[src/hw/ch3_io_pkg.sv]
// What this block does
// a compare code with a low action drives the pin low at each match, starting low for 0001 and high for 0101.
// codes 0010 and 0110 drive the pin high at each match, starting low and high respectively.
// codes 0011 and 0111 invert the pin at each match, starting low and high respectively.
// code 1000 loads the counter into the general register on each rising pin edge.
// code 1001 loads the counter into the general register on each falling pin edge.
// codes 101x load the counter into the general register on both pin edges.
// codes 11xx load the counter into the general register whenever channel 4 counts up or down.
// when the channel 4 prescale field is 000 the channel 4 count capture never happens.
// the channel 4 count source serves general register B exactly as it serves register A.
// codes 0000 and 0100 keep the pin undriven but still compare; bits 7..4 are B's code, 3..0 A's.
package ch3_io_pkg;

  // register indices; byte address is four times the index
  localparam logic [15:0] IDX_PIN_FUNC   = 16'hFE82;
  localparam logic [15:0] IDX_GR_A       = 16'hFE88;
  localparam logic [15:0] IDX_GR_B       = 16'hFE8A;
  localparam logic [15:0] IDX_STATUS     = 16'hFE90;
  localparam logic [15:0] IDX_MASK       = 16'hFE91;
  localparam logic [15:0] IDX_PIN_STATE  = 16'hFE92;
  localparam int          ADDR_W         = 18;

  // field positions and reset values
  localparam int          CODE_A_LSB     = 0;
  localparam int          CODE_B_LSB     = 4;
  localparam logic [7:0]  PIN_FUNC_RST   = 8'h00;
  localparam logic [15:0] GR_RST         = 16'hFFFF;
  localparam logic [3:0]  EVT_RST        = 4'h0;
  localparam int          EVT_MATCH_A    = 0;
  localparam int          EVT_MATCH_B    = 1;
  localparam int          EVT_CAPT_A     = 2;
  localparam int          EVT_CAPT_B     = 3;
  localparam logic [2:0]  PRESCALE_UNDIV = 3'h0;

  // compare actions held in the low two code bits
  localparam logic [1:0]  ACT_NONE       = 2'h0;
  localparam logic [1:0]  ACT_LOW        = 2'h1;
  localparam logic [1:0]  ACT_HIGH       = 2'h2;
  localparam logic [1:0]  ACT_TOGGLE     = 2'h3;

  typedef enum logic [1:0] {
    APB_IDLE   = 2'b00,
    APB_ANSWER = 2'b01
  } apb_phase_t;

  typedef struct packed {
    logic              psel;
    logic              penable;
    logic              pwrite;
    logic [ADDR_W-1:0] paddr;
    logic [31:0]       pwdata;
  } apb_req_t;

  typedef struct packed {
    logic rise;
    logic fall;
    logic level;
  } pin_edge_t;

  // code in compare mode (top bit clear)
  function automatic logic is_compare(input logic [3:0] code);
    return ~code[3];
  endfunction : is_compare

  // capture decision for one general register
  function automatic logic capture_hit(input logic [3:0] code,
                                       input pin_edge_t  edges,
                                       input logic       ch4_event);
    logic hit;
    hit = 1'b0;
    case (code[3:2])
      2'b10:   hit = code[1] ? (edges.rise | edges.fall)
                   : (code[0] ? edges.fall : edges.rise);
      2'b11:   hit = ch4_event;
      default: hit = 1'b0;
    endcase
    return hit;
  endfunction : capture_hit

endpackage : ch3_io_pkg

[src/hw/pin_edge_sync.sv]
`timescale 1ns/1ps
`default_nettype none
module pin_edge_sync (
  input  wire logic                  clk_in,
  input  wire logic                  rst_n_in,
  input  wire logic                  pin_in,
  output ch3_io_pkg::pin_edge_t      edges_out
);

  typedef struct packed {
    logic meta;
    logic sync;
    logic last;
  } sync_state_t;

  sync_state_t state_ff;
  sync_state_t nxt_state;

  // meta is read only by sync; edges come from sync against last
  always_comb begin
    nxt_state      = state_ff;
    nxt_state.meta = pin_in;
    nxt_state.sync = state_ff.meta;
    nxt_state.last = state_ff.sync;
  end

  always_ff @(posedge clk_in or negedge rst_n_in) begin
    if (!rst_n_in) begin
      state_ff <= '0;
    end else begin
      state_ff <= nxt_state;
    end
  end

  // one-cycle edge pulses, level of the synchronised pin
  assign edges_out.rise  = state_ff.sync & ~state_ff.last;
  assign edges_out.fall  = ~state_ff.sync & state_ff.last;
  assign edges_out.level = state_ff.sync;

endmodule : pin_edge_sync
`default_nettype wire

[src/hw/compare_pin_driver.sv]
`timescale 1ns/1ps
`default_nettype none
module compare_pin_driver (
  input  wire logic       clk_in,
  input  wire logic       rst_n_in,
  input  wire logic [3:0] code_in,
  input  wire logic       load_in,
  input  wire logic [3:0] load_code_in,
  input  wire logic       match_in,
  output logic            level_out,
  output logic            oe_out
);

  typedef struct packed {
    logic level;
    logic oe;
  } drv_state_t;

  drv_state_t state_ff;
  drv_state_t nxt_state;

  // a new compare code with a pin action sets the initial level; a match then applies the action
  always_comb begin
    nxt_state    = state_ff;
    nxt_state.oe = ch3_io_pkg::is_compare(code_in) &&
                   (code_in[1:0] != ch3_io_pkg::ACT_NONE);
    if (load_in && ch3_io_pkg::is_compare(load_code_in) &&
        (load_code_in[1:0] != ch3_io_pkg::ACT_NONE)) begin
      nxt_state.level = load_code_in[2];
      nxt_state.oe    = 1'b1;
    end else if (match_in && ch3_io_pkg::is_compare(code_in)) begin
      case (code_in[1:0])
        ch3_io_pkg::ACT_LOW:    nxt_state.level = 1'b0;
        ch3_io_pkg::ACT_HIGH:   nxt_state.level = 1'b1;
        ch3_io_pkg::ACT_TOGGLE: nxt_state.level = ~state_ff.level;
        default:                nxt_state.level = state_ff.level;
      endcase
    end
  end

  always_ff @(posedge clk_in or negedge rst_n_in) begin
    if (!rst_n_in) begin
      state_ff <= '0;
    end else begin
      state_ff <= nxt_state;
    end
  end

  assign level_out = state_ff.level;
  assign oe_out    = state_ff.oe;

endmodule : compare_pin_driver
`default_nettype wire

[src/hw/timer_ch3_io_control.sv]
`timescale 1ns/1ps
`default_nettype none
module timer_ch3_io_control (
  input  wire logic                          CLK_IN,
  input  wire logic                          RESET_N_IN,
  // apb slave
  input  wire logic                          PSEL_IN,
  input  wire logic                          PENABLE_IN,
  input  wire logic                          PWRITE_IN,
  input  wire logic [ch3_io_pkg::ADDR_W-1:0] PADDR_IN,
  input  wire logic [31:0]                   PWDATA_IN,
  output logic                               PREADY_OUT,
  output logic                               PSLVERR_OUT,
  output logic      [31:0]                   PRDATA_OUT,
  // counters and channel 4 controls, same clock
  input  wire logic [15:0]                   CH3_COUNTER_IN,
  input  wire logic                          CH4_COUNT_EVENT_IN,
  input  wire logic [2:0]                    CH4_PRESCALE_IN,
  // two-way timer pins
  input  wire logic                          CH3_PIN_A_IN,
  output logic                               CH3_PIN_A_OUT,
  output logic                               CH3_PIN_A_OE_OUT,
  input  wire logic                          CH3_PIN_B_IN,
  output logic                               CH3_PIN_B_OUT,
  output logic                               CH3_PIN_B_OE_OUT,
  // interrupt
  output logic                               IRQ_OUT
);

  typedef struct packed {
    ch3_io_pkg::apb_phase_t phase;
    logic                   pready;
    logic                   pslverr;
    logic [31:0]            prdata;
    logic [7:0]             pin_func;
    logic [15:0]            gr_a;
    logic [15:0]            gr_b;
    logic [3:0]             status;
    logic [3:0]             mask;
    logic                   irq;
    logic                   match_a_seen;
    logic                   match_b_seen;
  } ctrl_state_t;

  ctrl_state_t          state_ff;
  ctrl_state_t          nxt_state;
  ch3_io_pkg::apb_req_t req;
  ch3_io_pkg::pin_edge_t edges_a;
  ch3_io_pkg::pin_edge_t edges_b;
  logic [1:0]           rst_sync_ff;
  logic                 rst_n;
  logic [3:0]           code_a;
  logic [3:0]           code_b;
  logic                 access;
  logic                 wr_pin_func;
  logic [3:0]           new_code_a;
  logic [3:0]           new_code_b;
  logic                 eq_a;
  logic                 eq_b;
  logic                 match_a;
  logic                 match_b;
  logic                 ch4_event;
  logic                 capt_a;
  logic                 capt_b;
  logic                 pin_a_level;
  logic                 pin_b_level;
  logic                 pin_a_oe;
  logic                 pin_b_oe;

  // reset release through two flops; assertion stays asynchronous
  always_ff @(posedge CLK_IN or negedge RESET_N_IN) begin
    if (!RESET_N_IN) begin
      rst_sync_ff <= 2'h0;
    end else begin
      rst_sync_ff <= {rst_sync_ff[0], 1'b1};
    end
  end

  assign rst_n = rst_sync_ff[1];

  // bundle the bus request
  assign req.psel    = PSEL_IN;
  assign req.penable = PENABLE_IN;
  assign req.pwrite  = PWRITE_IN;
  assign req.paddr   = PADDR_IN;
  assign req.pwdata  = PWDATA_IN;

  // pins cross into the clock domain before anything reads them
  pin_edge_sync u_sync_a (
    .clk_in    (CLK_IN),
    .rst_n_in  (rst_n),
    .pin_in    (CH3_PIN_A_IN),
    .edges_out (edges_a)
  );

  pin_edge_sync u_sync_b (
    .clk_in    (CLK_IN),
    .rst_n_in  (rst_n),
    .pin_in    (CH3_PIN_B_IN),
    .edges_out (edges_b)
  );

  // code fields of the pin function register
  assign code_a     = state_ff.pin_func[ch3_io_pkg::CODE_A_LSB +: 4];
  assign code_b     = state_ff.pin_func[ch3_io_pkg::CODE_B_LSB +: 4];
  assign new_code_a = req.pwdata[ch3_io_pkg::CODE_A_LSB +: 4];
  assign new_code_b = req.pwdata[ch3_io_pkg::CODE_B_LSB +: 4];

  // an access is taken once, in the cycle before pready rises
  assign access      = req.psel && req.penable &&
                       (state_ff.phase == ch3_io_pkg::APB_IDLE);
  assign wr_pin_func = access && req.pwrite &&
                       (req.paddr == {ch3_io_pkg::IDX_PIN_FUNC, 2'b00});

  // compare runs in every compare code, pin drive or not; one pulse
  // per arrival at equality so a stopped counter does not re-toggle
  assign eq_a    = ch3_io_pkg::is_compare(code_a) && (CH3_COUNTER_IN == state_ff.gr_a);
  assign eq_b    = ch3_io_pkg::is_compare(code_b) && (CH3_COUNTER_IN == state_ff.gr_b);
  assign match_a = eq_a && !state_ff.match_a_seen;
  assign match_b = eq_b && !state_ff.match_b_seen;

  // channel 4 count source is void with the undivided clock
  assign ch4_event = CH4_COUNT_EVENT_IN &&
                     (CH4_PRESCALE_IN != ch3_io_pkg::PRESCALE_UNDIV);

  // capture decisions; the same source feeds both registers
  assign capt_a = ch3_io_pkg::capture_hit(code_a, edges_a, ch4_event);
  assign capt_b = ch3_io_pkg::capture_hit(code_b, edges_b, ch4_event);

  // pin level and enable for each compare output
  compare_pin_driver u_drv_a (
    .clk_in       (CLK_IN),
    .rst_n_in     (rst_n),
    .code_in      (code_a),
    .load_in      (wr_pin_func),
    .load_code_in (new_code_a),
    .match_in     (match_a),
    .level_out    (pin_a_level),
    .oe_out       (pin_a_oe)
  );

  compare_pin_driver u_drv_b (
    .clk_in       (CLK_IN),
    .rst_n_in     (rst_n),
    .code_in      (code_b),
    .load_in      (wr_pin_func),
    .load_code_in (new_code_b),
    .match_in     (match_b),
    .level_out    (pin_b_level),
    .oe_out       (pin_b_oe)
  );

  // register read mux
  function automatic logic [31:0] read_word(input logic [ch3_io_pkg::ADDR_W-1:0] addr,
                                            input ctrl_state_t                   st,
                                            input logic [3:0]                    pins);
    logic [31:0] word;
    word = 32'h0000_0000;
    case (addr)
      {ch3_io_pkg::IDX_PIN_FUNC, 2'b00}:  word = {24'h000000, st.pin_func};
      {ch3_io_pkg::IDX_GR_A, 2'b00}:      word = {16'h0000, st.gr_a};
      {ch3_io_pkg::IDX_GR_B, 2'b00}:      word = {16'h0000, st.gr_b};
      {ch3_io_pkg::IDX_STATUS, 2'b00}:    word = {28'h0000000, st.status};
      {ch3_io_pkg::IDX_MASK, 2'b00}:      word = {28'h0000000, st.mask};
      {ch3_io_pkg::IDX_PIN_STATE, 2'b00}: word = {28'h0000000, pins};
      default:                            word = 32'h0000_0000;
    endcase
    return word;
  endfunction : read_word

  // mapped address check, shared by read and write paths
  function automatic logic is_mapped(input logic [ch3_io_pkg::ADDR_W-1:0] addr);
    logic hit;
    hit = 1'b0;
    case (addr)
      {ch3_io_pkg::IDX_PIN_FUNC, 2'b00},
      {ch3_io_pkg::IDX_GR_A, 2'b00},
      {ch3_io_pkg::IDX_GR_B, 2'b00},
      {ch3_io_pkg::IDX_STATUS, 2'b00},
      {ch3_io_pkg::IDX_MASK, 2'b00},
      {ch3_io_pkg::IDX_PIN_STATE, 2'b00}: hit = 1'b1;
      default:                            hit = 1'b0;
    endcase
    return hit;
  endfunction : is_mapped

  // bus slave, registers, capture and event logic
  always_comb begin
    nxt_state              = state_ff;
    nxt_state.pready       = 1'b0;
    nxt_state.pslverr      = 1'b0;
    nxt_state.match_a_seen = eq_a;
    nxt_state.match_b_seen = eq_b;

    // apb: one wait state, answer pulses for a single cycle
    case (state_ff.phase)
      ch3_io_pkg::APB_IDLE: begin
        if (access) begin
          nxt_state.phase   = ch3_io_pkg::APB_ANSWER;
          nxt_state.pready  = 1'b1;
          nxt_state.pslverr = !is_mapped(req.paddr);
          nxt_state.prdata  = req.pwrite ? 32'h0000_0000 :
                              read_word(req.paddr, state_ff,
                                        {pin_b_level, pin_a_level,
                                         edges_b.level, edges_a.level});
        end
      end
      ch3_io_pkg::APB_ANSWER: begin
        nxt_state.phase = ch3_io_pkg::APB_IDLE;
      end
      default: begin
        nxt_state.phase = ch3_io_pkg::APB_IDLE;
      end
    endcase

    // software writes; hardware capture below takes priority
    if (access && req.pwrite) begin
      case (req.paddr)
        {ch3_io_pkg::IDX_PIN_FUNC, 2'b00}: nxt_state.pin_func = req.pwdata[7:0];
        {ch3_io_pkg::IDX_GR_A, 2'b00}:     nxt_state.gr_a     = req.pwdata[15:0];
        {ch3_io_pkg::IDX_GR_B, 2'b00}:     nxt_state.gr_b     = req.pwdata[15:0];
        {ch3_io_pkg::IDX_STATUS, 2'b00}:   nxt_state.status   = state_ff.status & ~req.pwdata[3:0];
        {ch3_io_pkg::IDX_MASK, 2'b00}:     nxt_state.mask     = req.pwdata[3:0];
        default:                           nxt_state.pin_func = state_ff.pin_func;
      endcase
    end

    // capture loads the counter; it beats a same-cycle software write
    if (capt_a) begin
      nxt_state.gr_a = CH3_COUNTER_IN;
    end
    if (capt_b) begin
      nxt_state.gr_b = CH3_COUNTER_IN;
    end

    // sticky events; a set wins over a same-cycle clear
    nxt_state.status[ch3_io_pkg::EVT_MATCH_A] = nxt_state.status[ch3_io_pkg::EVT_MATCH_A] | match_a;
    nxt_state.status[ch3_io_pkg::EVT_MATCH_B] = nxt_state.status[ch3_io_pkg::EVT_MATCH_B] | match_b;
    nxt_state.status[ch3_io_pkg::EVT_CAPT_A]  = nxt_state.status[ch3_io_pkg::EVT_CAPT_A]  | capt_a;
    nxt_state.status[ch3_io_pkg::EVT_CAPT_B]  = nxt_state.status[ch3_io_pkg::EVT_CAPT_B]  | capt_b;

    // level interrupt from the next status and mask, registered with them
    nxt_state.irq = |(nxt_state.status & nxt_state.mask);
  end

  always_ff @(posedge CLK_IN or negedge rst_n) begin
    if (!rst_n) begin
      state_ff.phase        <= ch3_io_pkg::APB_IDLE;
      state_ff.pready       <= 1'b0;
      state_ff.pslverr      <= 1'b0;
      state_ff.prdata       <= 32'h0000_0000;
      state_ff.pin_func     <= ch3_io_pkg::PIN_FUNC_RST;
      state_ff.gr_a         <= ch3_io_pkg::GR_RST;
      state_ff.gr_b         <= ch3_io_pkg::GR_RST;
      state_ff.status       <= ch3_io_pkg::EVT_RST;
      state_ff.mask         <= ch3_io_pkg::EVT_RST;
      state_ff.irq          <= 1'b0;
      state_ff.match_a_seen <= 1'b0;
      state_ff.match_b_seen <= 1'b0;
    end else begin
      state_ff <= nxt_state;
    end
  end

  // every output is a flop
  assign PREADY_OUT       = state_ff.pready;
  assign PSLVERR_OUT      = state_ff.pslverr;
  assign PRDATA_OUT       = state_ff.prdata;
  assign IRQ_OUT          = state_ff.irq;
  assign CH3_PIN_A_OUT    = pin_a_level;
  assign CH3_PIN_A_OE_OUT = pin_a_oe;
  assign CH3_PIN_B_OUT    = pin_b_level;
  assign CH3_PIN_B_OE_OUT = pin_b_oe;

endmodule : timer_ch3_io_control
`default_nettype wire

[config.mk]
export PLATFORM = sky130hd
export DESIGN_NAME = timer_ch3_io_control
export DESIGN_NICKNAME = d
export VERILOG_FILES = /design/src/hw/ch3_io_pkg.sv /design/src/hw/pin_edge_sync.sv /design/src/hw/compare_pin_driver.sv /design/src/hw/timer_ch3_io_control.sv
export SDC_FILE = /design/constraint.sdc
export NUM_CORES = 1
export LEC_CHECK = 0
export BUFFER_PORTS_ARGS = -buffer_cell sky130_fd_sc_hd__buf_2
export CELL_PAD_IN_SITES_DETAIL_PLACEMENT = 1
export CELL_PAD_IN_SITES_GLOBAL_PLACEMENT = 2
export CORE_MARGIN = 4
export CORE_UTILIZATION = 35
export CTS_BUF_LIST = sky130_fd_sc_hd__clkbuf_16
export CTS_CLUSTER_DIAMETER = 50
export DETAILED_ROUTE_END_ITERATION = 10
export PLACE_DENSITY = 0.94
export SLEW_MARGIN = 40
export SYNTH_ARGS = -nofsm -noshare
export SYNTH_HDL_FRONTEND = slang
export SYNTH_SLANG_ARGS = --single-unit
[constraint.sdc]
create_clock -name CLK_IN -period 4.3 [get_ports CLK_IN]
set_input_delay 0 -clock CLK_IN [delete_from_list [all_inputs] [get_ports CLK_IN]]
set_output_delay 0 -clock CLK_IN [all_outputs]
set_load 0.02 [all_outputs]
# Yosys cells after proc, flatten, opt, wreduce, memory -nomap -nowiden
# Index checks and enable logic that the tools add are counted.
word_totals:
  reg_bits: 99
  in_bits: 77
  output_inout_bits: 39
  elab_cells: 136
op_classes:
  eq_ne: 19
  muxes: 29
  n_bitwise: 23
  reduce_logical: 42
op_table:
  columns: ["operator", "n"]
  rows:
  - ["18-bit == test, second input constant", 6]
  - ["16-bit one-hot mux with 6 select lines", 1]
  - ["16-bit two-way mux", 4]
  - ["40-bit two-way mux", 1]
  - ["36-bit two-way mux", 1]
  - ["34-bit two-way mux", 1]
  - ["16-bit == test", 2]
  - ["32-bit two-way mux", 1]
  - ["2-bit nonzero test", 10]
  - ["1-bit logical AND", 17]
  - ["2-bit == test, second input constant", 8]
  - ["1-bit two-way mux", 13]
  - ["2-bit AND reduction", 6]
  - ["1-bit NOT", 10]
  - ["4-bit bitwise AND", 2]
  - ["4-bit two-way mux", 2]
  - ["4-bit nonzero test", 2]
  - ["1-bit OR", 6]
  - ["1-bit one-hot mux with 3 select lines", 2]
  - ["6-bit OR reduction", 1]
  - ["1-bit bitwise AND", 4]
  - ["2-bit by 1-bit == test with 1-bit output, second input constant", 2]
  - ["4-bit NOT", 1]
  - ["1-bit one-hot mux with 2 select lines", 2]
  - ["6 further kinds", 8]

# Longest topological paths before layout
# Gate-level depths: netlist (run 1).
logic_depth:
  depth_word: 8
  mapped_depth: 9
  depth_no_buf: 7

# Cells and area by module
# Synthesis (run 1) repeated with hierarchy kept, for this count alone.
hier_totals:
  cells_unflattened: 490
  area_unflattened_um2: 4772.1
by_module_without_submodules:
  columns: ["module", "n_inst", "cells_per_inst", "area_per_inst_um2"]
  rows:
  - ["timer_ch3_io_control", 1, 442, 4224.1]
  - ["compare_pin_driver", 2, 18, 176.4]
  - ["pin_edge_sync", 2, 6, 97.6]

# Least setup slack after synthesis (run 1)
# Ideal clock, no wire load.
synth_timing:
  kind: "reg-to-reg"
  start: "register state_ff[85] (netlist bit)"
  end: "register state_ff (netlist bit IRQ_OUT)"
  setup_time_ns: 0.126
  arrival_time_ns: 1.699
  t_required_ns: 4.174
  path_slack_ns: 2.475
  path_stages_with_launch: 7
  synth_period_minus_slack_ns: 1.825
  cell_sequence: "dfrtp_1 nand3b_1 nor2_1 nand4_4 mux2_4 a22o_1 a221o_1"
synth_lines:
  columns: ["element", "line", "rtl"]
  rows:
  - ["start: declaration", "timer_ch3_io_control.sv:45", "ctrl_state_t state_ff;"]
  - ["start signal: assignment", "timer_ch3_io_control.sv:261", "state_ff <= nxt_state;"]

# Final worst setup path (run 1)
layout_timing:
  start: "register state_ff[85] (netlist bit)"
  end: "register state_ff[35] (netlist bit)"
layout_via:
  elab_chain_cells: 5
layout_rtl:
  columns: ["element", "line", "rtl"]
  rows:
  - ["2-bit zero test", "timer_ch3_io_control.sv:111", "(state_ff.phase == ch3_io_pkg::APB_IDLE);"]
  - ["1-bit logical AND", "timer_ch3_io_control.sv:110", "assign access = req.psel && req.penable &&"]
  - ["1-bit logical AND", "timer_ch3_io_control.sv:217", "if (access && req.pwrite) begin"]
  - ["2-bit nonzero test (no line)", null, null]
  - ["2-bit AND reduction (no line)", null, null]
# Every way passes these cells.
# A chain may end at the register's enable or synchronous reset.

==> impl_results.md, run 1 <==
- Status: finished, final reports clean
- Peak supply drop: between 0.2 and 0.25 mV
- Clk buf depth: 2
- Starting Density: 35.71%
- Worst EP arrival: between 3 and 4 ns
- Syn Area/Cell: 10.13 sq um
- Setup-failing EPs final: 0
- Cell accounting for the most synthesized area: dfrtp_1
- CP most frequent cell: buf_4
- Clock buffer count from CTS: 9
- Combinational power share: 8.9%
- Area Growth Syn to Fin: 23.92%
- Clock H-tree levels: 3
- Die area: between 15,000 and 20,000 sq um
- Crit path cell chain: nand3b_1 -> buf_4 -> nor2_1 -> and3_1 -> buf_4 -> mux2i_1 -> o21ai_1 -> dlygate4sd3_1
- Antenna diodes: 0
- First-pass GRT wire length: 23,270 microns
- Clk slew on worst S/H paths: 0.06 ns
- Post-Route Utilization: 44.26%
- Vias: between 3k and 4k
- Vias in the first global route: 4,399
- P_int: 1.283 mW
- Net Sw Frac: 24.02%
- Register area share after synthesis: 44.23%
- Chip width: 124.2 microns
- Initial drt markers: 258
- Clock Skew: 0.006781 ns
- FFs w/ async S/R, synth: 100.0%
- Post-CTS Hold Buffers: between 40 and 50
- Top cell family by delay on the critical path: buffers and inverters
- CTS tree: done
- Largest net degree at the start of global routing: 44
- Synth unique cells: 48
- Worst slew pin tran: 0.7754 ns
- Hpwl dp: 10,000 microns
- Max-slew violations: 0
- RSZ-0062 raised after global routing: no
- Die Y: 124.2 microns
- Final hold violation count: 0
- Pwr Density: 288.2 nW/um^2
- Min Tclk post-route: 2.953 ns
- Switching power: 0.4058 mW
- Total routed wirelength: between 10,000 and 15,000 microns
- # clock sinks: 82
- WP data required: 4.57 ns
- CP Max Fanout: 20
- Clk_lat worst skew: between 0.3 and 0.4 ns
- I/O Pins: 116
- Gate Count Post-Synth: 467
- Routed vias/inst: 5.293
- Largest cells by area after synthesis: dfrtp_1, dfstp_2, mux2i_1
- Setup bufs post-CTS: 0
- Crit. End Element: register
- Hold_ws: 0.01414 ns
- Clock share of power: 44.5%
- Total GRT Usage: a little under a fifth
- Most used DFF post-synth: dfrtp_1
- Drt wl/cell: 18.98 microns
- EDFF count, synth: 0
- Layout cell share with drive strength beyond 1: 27.34%
- Root buffer cell: clkbuf_16
- Fin area: approximately 6000 sq um
- Worst Path Buf+Inv: 3
- Slew HR: 48.12%
- Residual DRC: 0
- Synth top area share: 26.46%
- Reg power frac: between 40% and 50%
- Warnings from Yosys: 0
- GPL Wtd Cong: 0.8487
- Drt pass-1 iters: 5
- Leak: ~2.6 nW
- Cell area after synthesis: 4730 sq um
- Antenna Nets Post-Route: 0
- Setup crit start kind: register
- Fmax: approximately 0.34 GHz
- Antenna violations before repair: 0
- Dpl cell area: 5147 sq um
- Core footprint: about 13,000 sq um
- Seq cells post-synth: 82
- Post_cts resized: 0
- Fin Setup TNS: 0 ns
- Fillcell total: ~1.5k
- Buffers on Ports: 83
- Slowest CP cell: dlygate4sd3_1
- Max Cap Viol: 0
- Aggregate global routing overflow: 0
- Fin crit share: 68.67%
- NumNets Final: 660
- Crit Path Class: register to register
- Most frequent cells in the layout: buf_2, nand2_1, o21ai_1, dfrtp_1, dlygate4sd3_1
- CP max stage delay: 0.57 ns
- Hold Crit Class: primary input to register
- Row count: 42
- Commonest non-fill, non-tap cell in the layout: buf_2
-- per-layer routing --
layer	vias to the layer above	global-route usage, %	wire, microns
met2	154	31.58	7170
met3	26	3.952	925
li1	1793	-	-
met4	0	8.124	313
met1	2018	23.05	5900
met5	-	0	0
-- power groups by stage --
stage                     sequential, mW  clock [mW]  combinational [mW]
after global placement             0.809           0               0.112
after detailed placement           0.802           0               0.126
final                              0.789       0.751               0.150
after global routing               0.790       0.796               0.164
after floorplan                    0.805           0              0.0643
after CTS                          0.789       0.763               0.149
-- final cells by class --
type | count | area, sq um | area share [%]
Timing Repair Buffer | 132 | 900.9 | 15.37
Tap cell | 176 | 220.2 | 3.757
Inverter | 13 | 48.80 | 0.8326
Sequential cell | 82 | 2096 | 35.76
Multi-Input combinational cell | 335 | 2310 | 39.41
Clock buffer | 9 | 225.2 | 3.843
Clock inverter | 7 | 60.06 | 1.025
-- cell families (layout without fill, tap and decap cells) --
group / Yosys count / after routing / synth area share (%)
multiplexers: 52 / 52 / 11.53
adder cells (fa/ha/maj): 10 / 10 / 2.646
XOR/XNOR: 32 / 32 / 5.926
AO/OA/AOI/OAI: 100 / 100 / 12.72
other: 2 / 17 / 0.1588
flip-flops: 82 / 82 / 44.23
AND/OR/NAND/NOR: 124 / 124 / 14.50
buffers and inverters: 65 / 161 / 8.280
-- Yosys cell counts (2+ instances only) --
cell / n
nand2_1: 62
o21ai_1: 55
dfrtp_1: 50
mux2i_1: 38
buf_4: 32
dfstp_2: 32
xor2_1: 26
nor2_1: 25
clkbuf_1: 13
inv_1: 12
a22oi_1: 11
ha_1: 10
a22o_1: 8
a21oi_1: 7
mux2_1: 7
nor4_1: 7
xnor2_1: 6
mux2_2: 5
a31oi_1: 4
and3_1: 4
buf_2: 4
nor4_4: 4
o21ai_0: 4
a221oi_1: 3
buf_6: 3
or2_2: 3
a21boi_1: 2
a21o_1: 2
and2_1: 2
and4_1: 2
conb_1: 2
mux2_4: 2
nand2b_1: 2
nand3_1: 2
nand4_1: 2
nand4bb_4: 2
-- per-stage QoR --
step / worst slack, ns / std cells / total power [mW]
floorplan: 1.903 / 482 / 0.8694
global placement: 1.838 / 694 / 0.9207
detailed placement: 1.771 / 695 / 0.9278
CTS: 1.460 / 753 / 1.701
global route: 1.274 / 754 / 1.750
finish: 1.347 / 754 / 1.689
-- state kept, by name (all words and copies together), names as in the netlist --
register / count
u_sync_b.edges_out: 1
PRDATA_OUT: 16
u_sync_a.edges_out: 1
u_sync_a.state_ff: 1
state_ff: 43
u_drv_a.oe_out: 1
u_sync_a.nxt_state: 1
PREADY_OUT: 1
u_drv_b.oe_out: 1
u_drv_a.level_out: 1
u_sync_b.nxt_state: 1
PSLVERR_OUT: 1
u_drv_b.level_out: 1
u_sync_b.state_ff: 1
rst_sync_ff: 2
code_a: 4
IRQ_OUT: 1
code_b: 4
-- worst paths after layout --
path	startpoint	to	slack, ns	cells past startpoint
setup / recovery	state_ff[85]	state_ff[35]	1.35	8
setup reg to reg	state_ff[85]	state_ff[35]	1.35	8
min in group asynchronous	rst_sync_ff[1]	code_a[1]	0.31	0
max in group asynchronous	rst_sync_ff[1]	state_ff[24]	3.33	1
hold reg to reg	rst_sync_ff[1]	code_a[1]	0.31	0
hold / removal	PWDATA_IN[2]	u_drv_a.level_out	0.01	2
No activity file was read; power rests on OpenSTA's default activity.
==> run 2, diff against run 1 <==
- CORE_UTILIZATION: 35 -> 33
- PLACE_DENSITY: 0.94 -> 0.9
- clock period: 4.3 -> 2.9 ns (I/O delays scaled with it)
==> impl_results.md, run 2 (synthesis gave the netlist of run 1 again) <==
- Status: finished, violations left (was finished, final reports clean)
- Failing checks: hold timing
- Antenna diodes: 0 (unchanged)
- Pwr Density: 425.0 nW/um^2 (was 288.2 nW/um^2)
- Total routed wirelength: 14,500 microns (was 14,310 microns)
- Routed vias/inst: 5.104 (was 5.293)
- Die Y: 127.7 microns (was 124.2 microns)
- Slew HR: 51.51% (was 48.12%)
- Clock buffer count from CTS: 9 (unchanged)
- Antenna Nets Post-Route: 0 (unchanged)
- Most frequent cells in the layout: buf_2, nand2_1, o21ai_1, dfrtp_1, dlygate4sd3_1 (unchanged)
- RR Endpoint: state_ff[35] (unchanged)
- Final hold violation count: 1 (was 0)
- Drt pass-1 iters: 4 (was 5)
- Buffers on Ports: 83 (unchanged)
- Antenna violations before repair: 0 (unchanged)
- Clock Skew: 0.007218 ns (was 0.006781 ns)
- Initial drt markers: 205 (was 258)
- Die area: 16,310 sq um (was 15,440 sq um)
- Aggregate global routing overflow: 0 (unchanged)
- Max reg flops: 43 (unchanged)
- Hold path start: PWDATA_IN[13] (was PWDATA_IN[2])
- Clk slew on worst S/H paths: 0.06 ns (about the same)
- Clk_lat worst skew: 0.34 ns (about the same)
- Drt wl/cell: 19.05 microns (was 18.98 microns)
- Layout cell share with drive strength beyond 1: 26.85% (was 27.34%)
- # clock sinks: 82 (unchanged)
- Fin crit share: 90.21% (was 68.67%)
- Setup crit start kind: register (unchanged)
- Fmax: 0.3823 GHz (was 0.3387 GHz)
- Crit. End Element: register (unchanged)
- Vias: 3,884 (was 3,991)
- Residual DRC: 0 (unchanged)
- Setup-failing EPs final: 0 (unchanged)
- Multi-input logic area: 2310 sq um (unchanged)
- Clk buf depth: 2 (unchanged)
- Total GRT Usage: 18.15% (was 18.70%)
- Fin Setup TNS: 0 ns (unchanged)
- First-pass GRT wire length: 23,120 microns (was 23,270 microns)
- Commonest non-fill, non-tap cell in the layout: buf_2 (unchanged)
- Vias in the first global route: 4,283 (was 4,399)
- Area Growth Syn to Fin: 24.66% (was 23.92%)
- RSZ-0062 raised after global routing: no (unchanged)
- Reg2reg setup slack: 0.28 ns (was 1.35 ns)
- Worst EP arrival: 2.88 ns (was 3.22 ns)
- Starting Density: 33.94% (was 35.71%)
- Power Total: 2.506 mW (was 1.689 mW)
- Row count: 43 (was 42)
- Chip width: 127.7 microns (was 124.2 microns)
- WP data required: 3.17 ns (was 4.57 ns)
- CTS tree: done (unchanged)
- Hold_ws: -0.02675 ns (was 0.01414 ns)
- Clock H-tree levels: 3 (unchanged)
- Leak: 2.623 nW (was 2.602 nW)
- WHS Path Cells: 3 (was 2)
- Max Cap Viol: 0 (unchanged)
- Crit Path Class: register to register (unchanged)
- FF+latch area: 2096 sq um (unchanged)
- Reg2Reg Depth: 7 (was 8)
- NumNets Final: 663 (was 660)
- Root buffer cell: clkbuf_16 (unchanged)
- Largest net degree at the start of global routing: 33 (was 44)
- GPL Wtd Cong: 0.8113 (was 0.8487)
- Hold Crit Class: primary input to register (unchanged)
- Worst Hold Path EP: state_ff[40] (was u_drv_a.level_out)
- I/O Pins: 116 (unchanged)
- Largest register by flop count: state_ff (unchanged)
- Min Tclk post-route: 2.616 ns (was 2.953 ns)
- Hpwl dp: 10,410 microns (was 10,000 microns)
- Worst slew pin tran: 0.7219 ns (was 0.7754 ns)
- Reg2reg start: state_ff[85] (unchanged)
- Core footprint: 13,930 sq um (was 13,240 sq um)
- Post_cts resized: 0 (unchanged)
- Fillcell total: 1,569 (was 1,508)
- Peak supply drop: 0.2254 mV (was 0.2162 mV)
- CP Max Fanout: 14 (was 20)
- Max-slew violations: 0 (unchanged)
run 2: cell types whose count changed in the layout (fill, tap and decap cells not counted), sizes merged:
cell	previous run	this run
buf	90	92
dlygate4sd3	42	43
clkinvlp	1	0
inv	13	15
clkinv	5	4
run 2: what timing repair did:
action / in CTS / in global routing
endpoints found under the setup margin: 0 / 0
setup buffers: 0 / 0
hold buffers: 42 / 1
endpoints found under the hold margin: 43 / 1
run 2: metal layers:
| metal | GRT usage [%] | vias up | routed length (microns) | share of wire (%) |
|---|---|---|---|---|
| met2 | 30.54 | 115 | 7086 | 49 |
| li1 | - | 1798 | - | - |
| met3 | 3.458 | 23 | 679 | 4.7 |
| met4 | 6.929 | 0 | 331 | 2.3 |
| met5 | 0 | - | 0 | 0 |
| met1 | 23.18 | 1948 | 6402 | 44 |
run 2: layout make-up:
cell class / instances / share of cell area [%]
Multi-Input combinational cell: 335 / 39.18
Clock inverter: 7 / 0.8913
Inverter: 13 / 0.8277
Sequential cell: 82 / 35.55
Tap cell: 180 / 3.820
Timing Repair Buffer: 135 / 15.92
Clock buffer: 9 / 3.820
run 2: report_power, final:
part           switching, mW  internal [mW]
clock network          0.459          0.649
registers             0.0114           1.15
logic                  0.135         0.0958
total                  0.605           1.90
run 2: critical path, cell delays in order, from the launching register on:
cell	delay [ns]
dfrtp_1	0.35
nand3b_1	0.18
nor2_1	0.43
and3_1	0.34
buf_4	0.32
mux2i_1	0.24
o21ai_1	0.08
dlygate4sd3_1	0.58
run 2: worst max-delay path by stage:
stage	start	to	slack, ns	cells past startpoint
4_1_cts	state_ff[85]	state_ff[35]	0.31	7
5_1_grt	state_ff[85]	state_ff[36]	0.14	7
6_report	state_ff[85]	state_ff[35]	0.28	7
3_5_place_dp	PADDR_IN[1]	u_drv_b.level_out	0.51	7
3_3_place_gp	PADDR_IN[1]	u_drv_a.level_out	0.58	7
2_1_floorplan	rst_sync_ff[1]	IRQ_OUT	0.50	0
run 2: metrics by stage:
step	worst slack (ns)	instance area, sq um	cells	util (%)
after CTS	0.3052	5886	760	42.24
after floorplan	0.5030	4786	482	-
after global routing	0.1371	5896	761	42.31
after global placement	0.5782	5147	700	36.94
after detailed placement	0.5143	5187	702	37.23
final	0.2840	5896	761	42.31
==> run 3, diff against run 2 <==
- SYNTH_HIERARCHICAL: not set -> 1
==> impl_results.md, run 3 <==
- Status: finished, violations left (unchanged)
- Failing checks: hold timing (unchanged)
- Hold Crit Class: primary input to register (unchanged)
- Crit path cell chain: and2b_2 -> mux2_2 -> o22ai_1 -> o21ai_0 -> nand2_2 -> buf_4 -> nor2_1 -> a21oi_1 -> dlygate4sd3_1 (was nand3b_1 -> nor2_1 -> and3_1 -> buf_4 -> mux2i_1 -> o21ai_1 -> dlygate4sd3_1)
- Gate Count Post-Synth: 490 (was 467)
- Reg power frac: 46.0% (was 46.6%)
- Antenna Nets Post-Route: 0 (unchanged)
- Clk buf depth: 2 (unchanged)
- Post-route insts no fill: 783 (was 761)
- Die Y: 128.3 microns (was 127.7 microns)
- Slowest CP cell: dlygate4sd3_1 (unchanged)
- Switching power: 0.6242 mW (was 0.6054 mW)
- Vias: 3,960 (was 3,884)
- CP max stage delay: 0.59 ns (was 0.58 ns)
- Hpwl dp: 10,650 microns (was 10,410 microns)
- Crit. End Element: register (unchanged)
- Largest register by flop count: state_ff (unchanged)
- Starting Density: 33.98% (was 33.94%)
- Clk_lat worst skew: 0.34 ns (about the same)
- Setup-failing EPs final: 0 (unchanged)
- Chip width: 128.3 microns (was 127.7 microns)
- P_int: 1.908 mW (was 1.900 mW)
- Total routed wirelength: 14,050 microns (was 14,500 microns)
- Slew HR: 57.19% (was 51.51%)
- Max reg flops: 43 (unchanged)
- Setup bufs post-CTS: 0 (unchanged)
- Core footprint: 14,040 sq um (was 13,930 sq um)
- Largest net degree at the start of global routing: 36 (was 33)
- # clock sinks: 82 (unchanged)
- Cell area after synthesis: 4772 sq um (was 4730 sq um)
- Root buffer cell: clkbuf_16 (unchanged)
- Antenna violations before repair: 0 (unchanged)
- Area Growth Syn to Fin: 24.17% (was 24.66%)
- Synth top area share: 26.22% (was 26.46%)
- WP data required: 3.18 ns (was 3.17 ns)
- Total GRT Usage: 17.60% (was 18.15%)
- Clock buffer count from CTS: 9 (unchanged)
- Initial drt markers: 146 (was 205)
- Vias in the first global route: 4,354 (was 4,283)
- Fin crit share: 87.30% (was 90.21%)
- Die area: 16,450 sq um (was 16,310 sq um)
- Commonest non-fill, non-tap cell in the layout: buf_2 (unchanged)
- Crit Path Class: register to register (unchanged)
- Synth unique cells: 59 (was 48)
- Final worst slack: 0.3682 ns (was 0.2840 ns)
- Peak supply drop: 0.2653 mV (was 0.2254 mV)
- Aggregate global routing overflow: 0 (unchanged)
- Routed vias/inst: 5.057 (was 5.104)
- Post-Route Utilization: 42.20% (was 42.31%)
- CP Max Fanout: 20 (was 14)
- Largest cells by area after synthesis: dfrtp_1, dfstp_2, mux2i_1 (unchanged)
- Clock Skew: 0.008547 ns (was 0.007218 ns)
- Antenna diodes: 0 (unchanged)
- Max Cap Viol: 0 (unchanged)
- Combinational power share: 8.9% (was 9.2%)
- CTS tree: done (unchanged)
- Fmax: 0.3950 GHz (was 0.3823 GHz)
- Syn Area/Cell: 9.739 sq um (was 10.13 sq um)
- Layout cell share with drive strength beyond 1: 26.04% (was 26.85%)
- Placement Setup Slack: 0.5270 ns (was 0.5143 ns)
- FFs w/ async S/R, synth: 100.0% (unchanged)
- Max-slew violations: 0 (unchanged)
- Fin Setup TNS: 0 ns (unchanged)
- Cell accounting for the most synthesized area: dfrtp_1 (unchanged)
- RSZ-0062 raised after global routing: no (unchanged)
- Net Sw Frac: 24.65% (was 24.16%)
- Most frequent cells in the layout: buf_2, nand2_1, dfrtp_1, nor2_1, mux2i_1 (was buf_2, nand2_1, o21ai_1, dfrtp_1, dlygate4sd3_1)
- Seq cells post-synth: 82 (unchanged)
- Residual DRC: 0 (unchanged)
- Buffers on Ports: 83 (unchanged)
- I/O Pins: 116 (unchanged)
- Top post-synthesis cells by count: nand2_1, dfrtp_1, nor2_1 (was nand2_1, o21ai_1, dfrtp_1)
- Register area share after synthesis: 43.84% (was 44.23%)
- Drt wl/cell: 17.95 microns (was 19.05 microns)
- Leak: 2.677 nW (was 2.623 nW)
- Pwr Density: 427.3 nW/um^2 (was 425.0 nW/um^2)
- Min Tclk post-route: 2.532 ns (was 2.616 ns)
- Placed cell count: 726 (was 702)
- Clock H-tree levels: 3 (unchanged)
- Worst slew pin tran: 0.6398 ns (was 0.7219 ns)
- GPL Wtd Cong: 0.8390 (was 0.8113)
- Hold_ws: -0.02003 ns (was -0.02675 ns)
- First-pass GRT wire length: 22,700 microns (was 23,120 microns)
- Clk slew on worst S/H paths: 0.06 ns (about the same)
- Clock share of power: 45.2% (was 44.2%)
- Warnings from Yosys: 6 (was 0)
- Most used DFF post-synth: dfrtp_1 (unchanged)
- Drt pass-1 iters: 4 (unchanged)
- Worst EP arrival: 2.81 ns (was 2.88 ns)
- Row count: 43 (unchanged)
- Most frequent cell after synthesis: nand2_1 (unchanged)
- Final hold violation count: 1 (unchanged)
- EDFF count, synth: 0 (unchanged)
- Setup crit start kind: register (unchanged)
- NumNets Final: 681 (was 663)
[run 3: cell types whose count changed after synthesis, moves of 5 or more]
cell	previous run	this run
mux2_1	7	0
o31ai_1	0	5
xor2_1	26	14
mux2i_1	38	45
a21oi_1	7	41
nor2_1	25	46
inv_1	12	21
nand3_1	2	7
xnor2_1	6	18
a22o_1	8	1
nand2_1	62	54
o21ai_1	55	13
o22ai_1	0	5
[run 3: cell families (layout without fill, tap and decap cells)]
family,count (synthesis),in the layout,share of synthesized area [%]
AOI/OAI and AO/OA,94,94,12.01
xor gates and xnor gates,32,32,5.873
adders and majority gates,6,6,1.573
buffers and inverters,71,169,8.731
DFF,82,82,43.84
muxes,49,49,10.38
other,2,17,0.1574
and+or+nand+nor,154,154,17.44
[run 3: power by group through the flow]
stage | registers (mW) | logic [mW] | clock network (mW)
3_5_place_dp | 1.18 | 0.190 | 0
6_report | 1.16 | 0.225 | 1.14
5_1_grt | 1.16 | 0.246 | 1.21
3_3_place_gp | 1.20 | 0.162 | 0
2_1_floorplan | 1.19 | 0.0942 | 0
4_1_cts | 1.16 | 0.226 | 1.16
[run 3: worst max-delay path, delay by kind of cell, from the launching register on]
family                 cells  cell delay [ns]
AOI/OAI and AO/OA          3             0.33
buffers and inverters      2             0.91
DFF                        1             0.41
muxes                      1             0.26
and+or+nand+nor            3             0.57
[run 3: layer usage]
| layer | global-route usage [%] | routed length (microns) |
|---|---|---|
| met4 | 6.305 | 230 |
| met3 | 2.417 | 757 |
| met1 | 22.79 | 6055 |
| met5 | 0 | 0 |
| met2 | 29.97 | 7008 |
[run 3: what timing repair did]
item / 4_1_cts / 5_1_grt
hold endpoints to repair: 47 / 0
resized for setup: 0 / 1
setup endpoints to repair: 0 / 2
hold buffers: 41 / 0
[run 3: layout make-up]
cell class	count	area, sq um
Inverter	21	78.83
Tap cell	180	225.2
Multi-Input combinational cell	352	2327
Fill cell	1594	8117
Sequential cell	82	2096
Timing Repair Buffer	132	910.9
Clock inverter	7	62.56
Clock buffer	9	225.2
[run 3: path summary, 6_finish.rpt]
kind | slack, ns | endpoint | from | cells after the start
setup / recovery | 0.37 | state_ff[35] | u_sync_a/edges_out[0] | 9
hold / removal | -0.02 | state_ff[20] | PWDATA_IN[9] | 3
setup reg to reg | 0.37 | state_ff[35] | u_sync_a/edges_out[0] | 9
hold reg to reg | 0.20 | u_drv_a/level_out | rst_sync_ff[1] | 0
max in group asynchronous | 1.92 | state_ff[12] | rst_sync_ff[1] | 2
min in group asynchronous | 0.20 | u_drv_a/level_out | rst_sync_ff[1] | 0
[run 3: metrics by stage]
stage,power [mW],cell area (sq um)
after floorplan,1.287,4828
after global placement,1.361,5185
after detailed placement,1.374,5225
after CTS,2.545,5923
after global routing,2.618,5926
final,2.532,5926
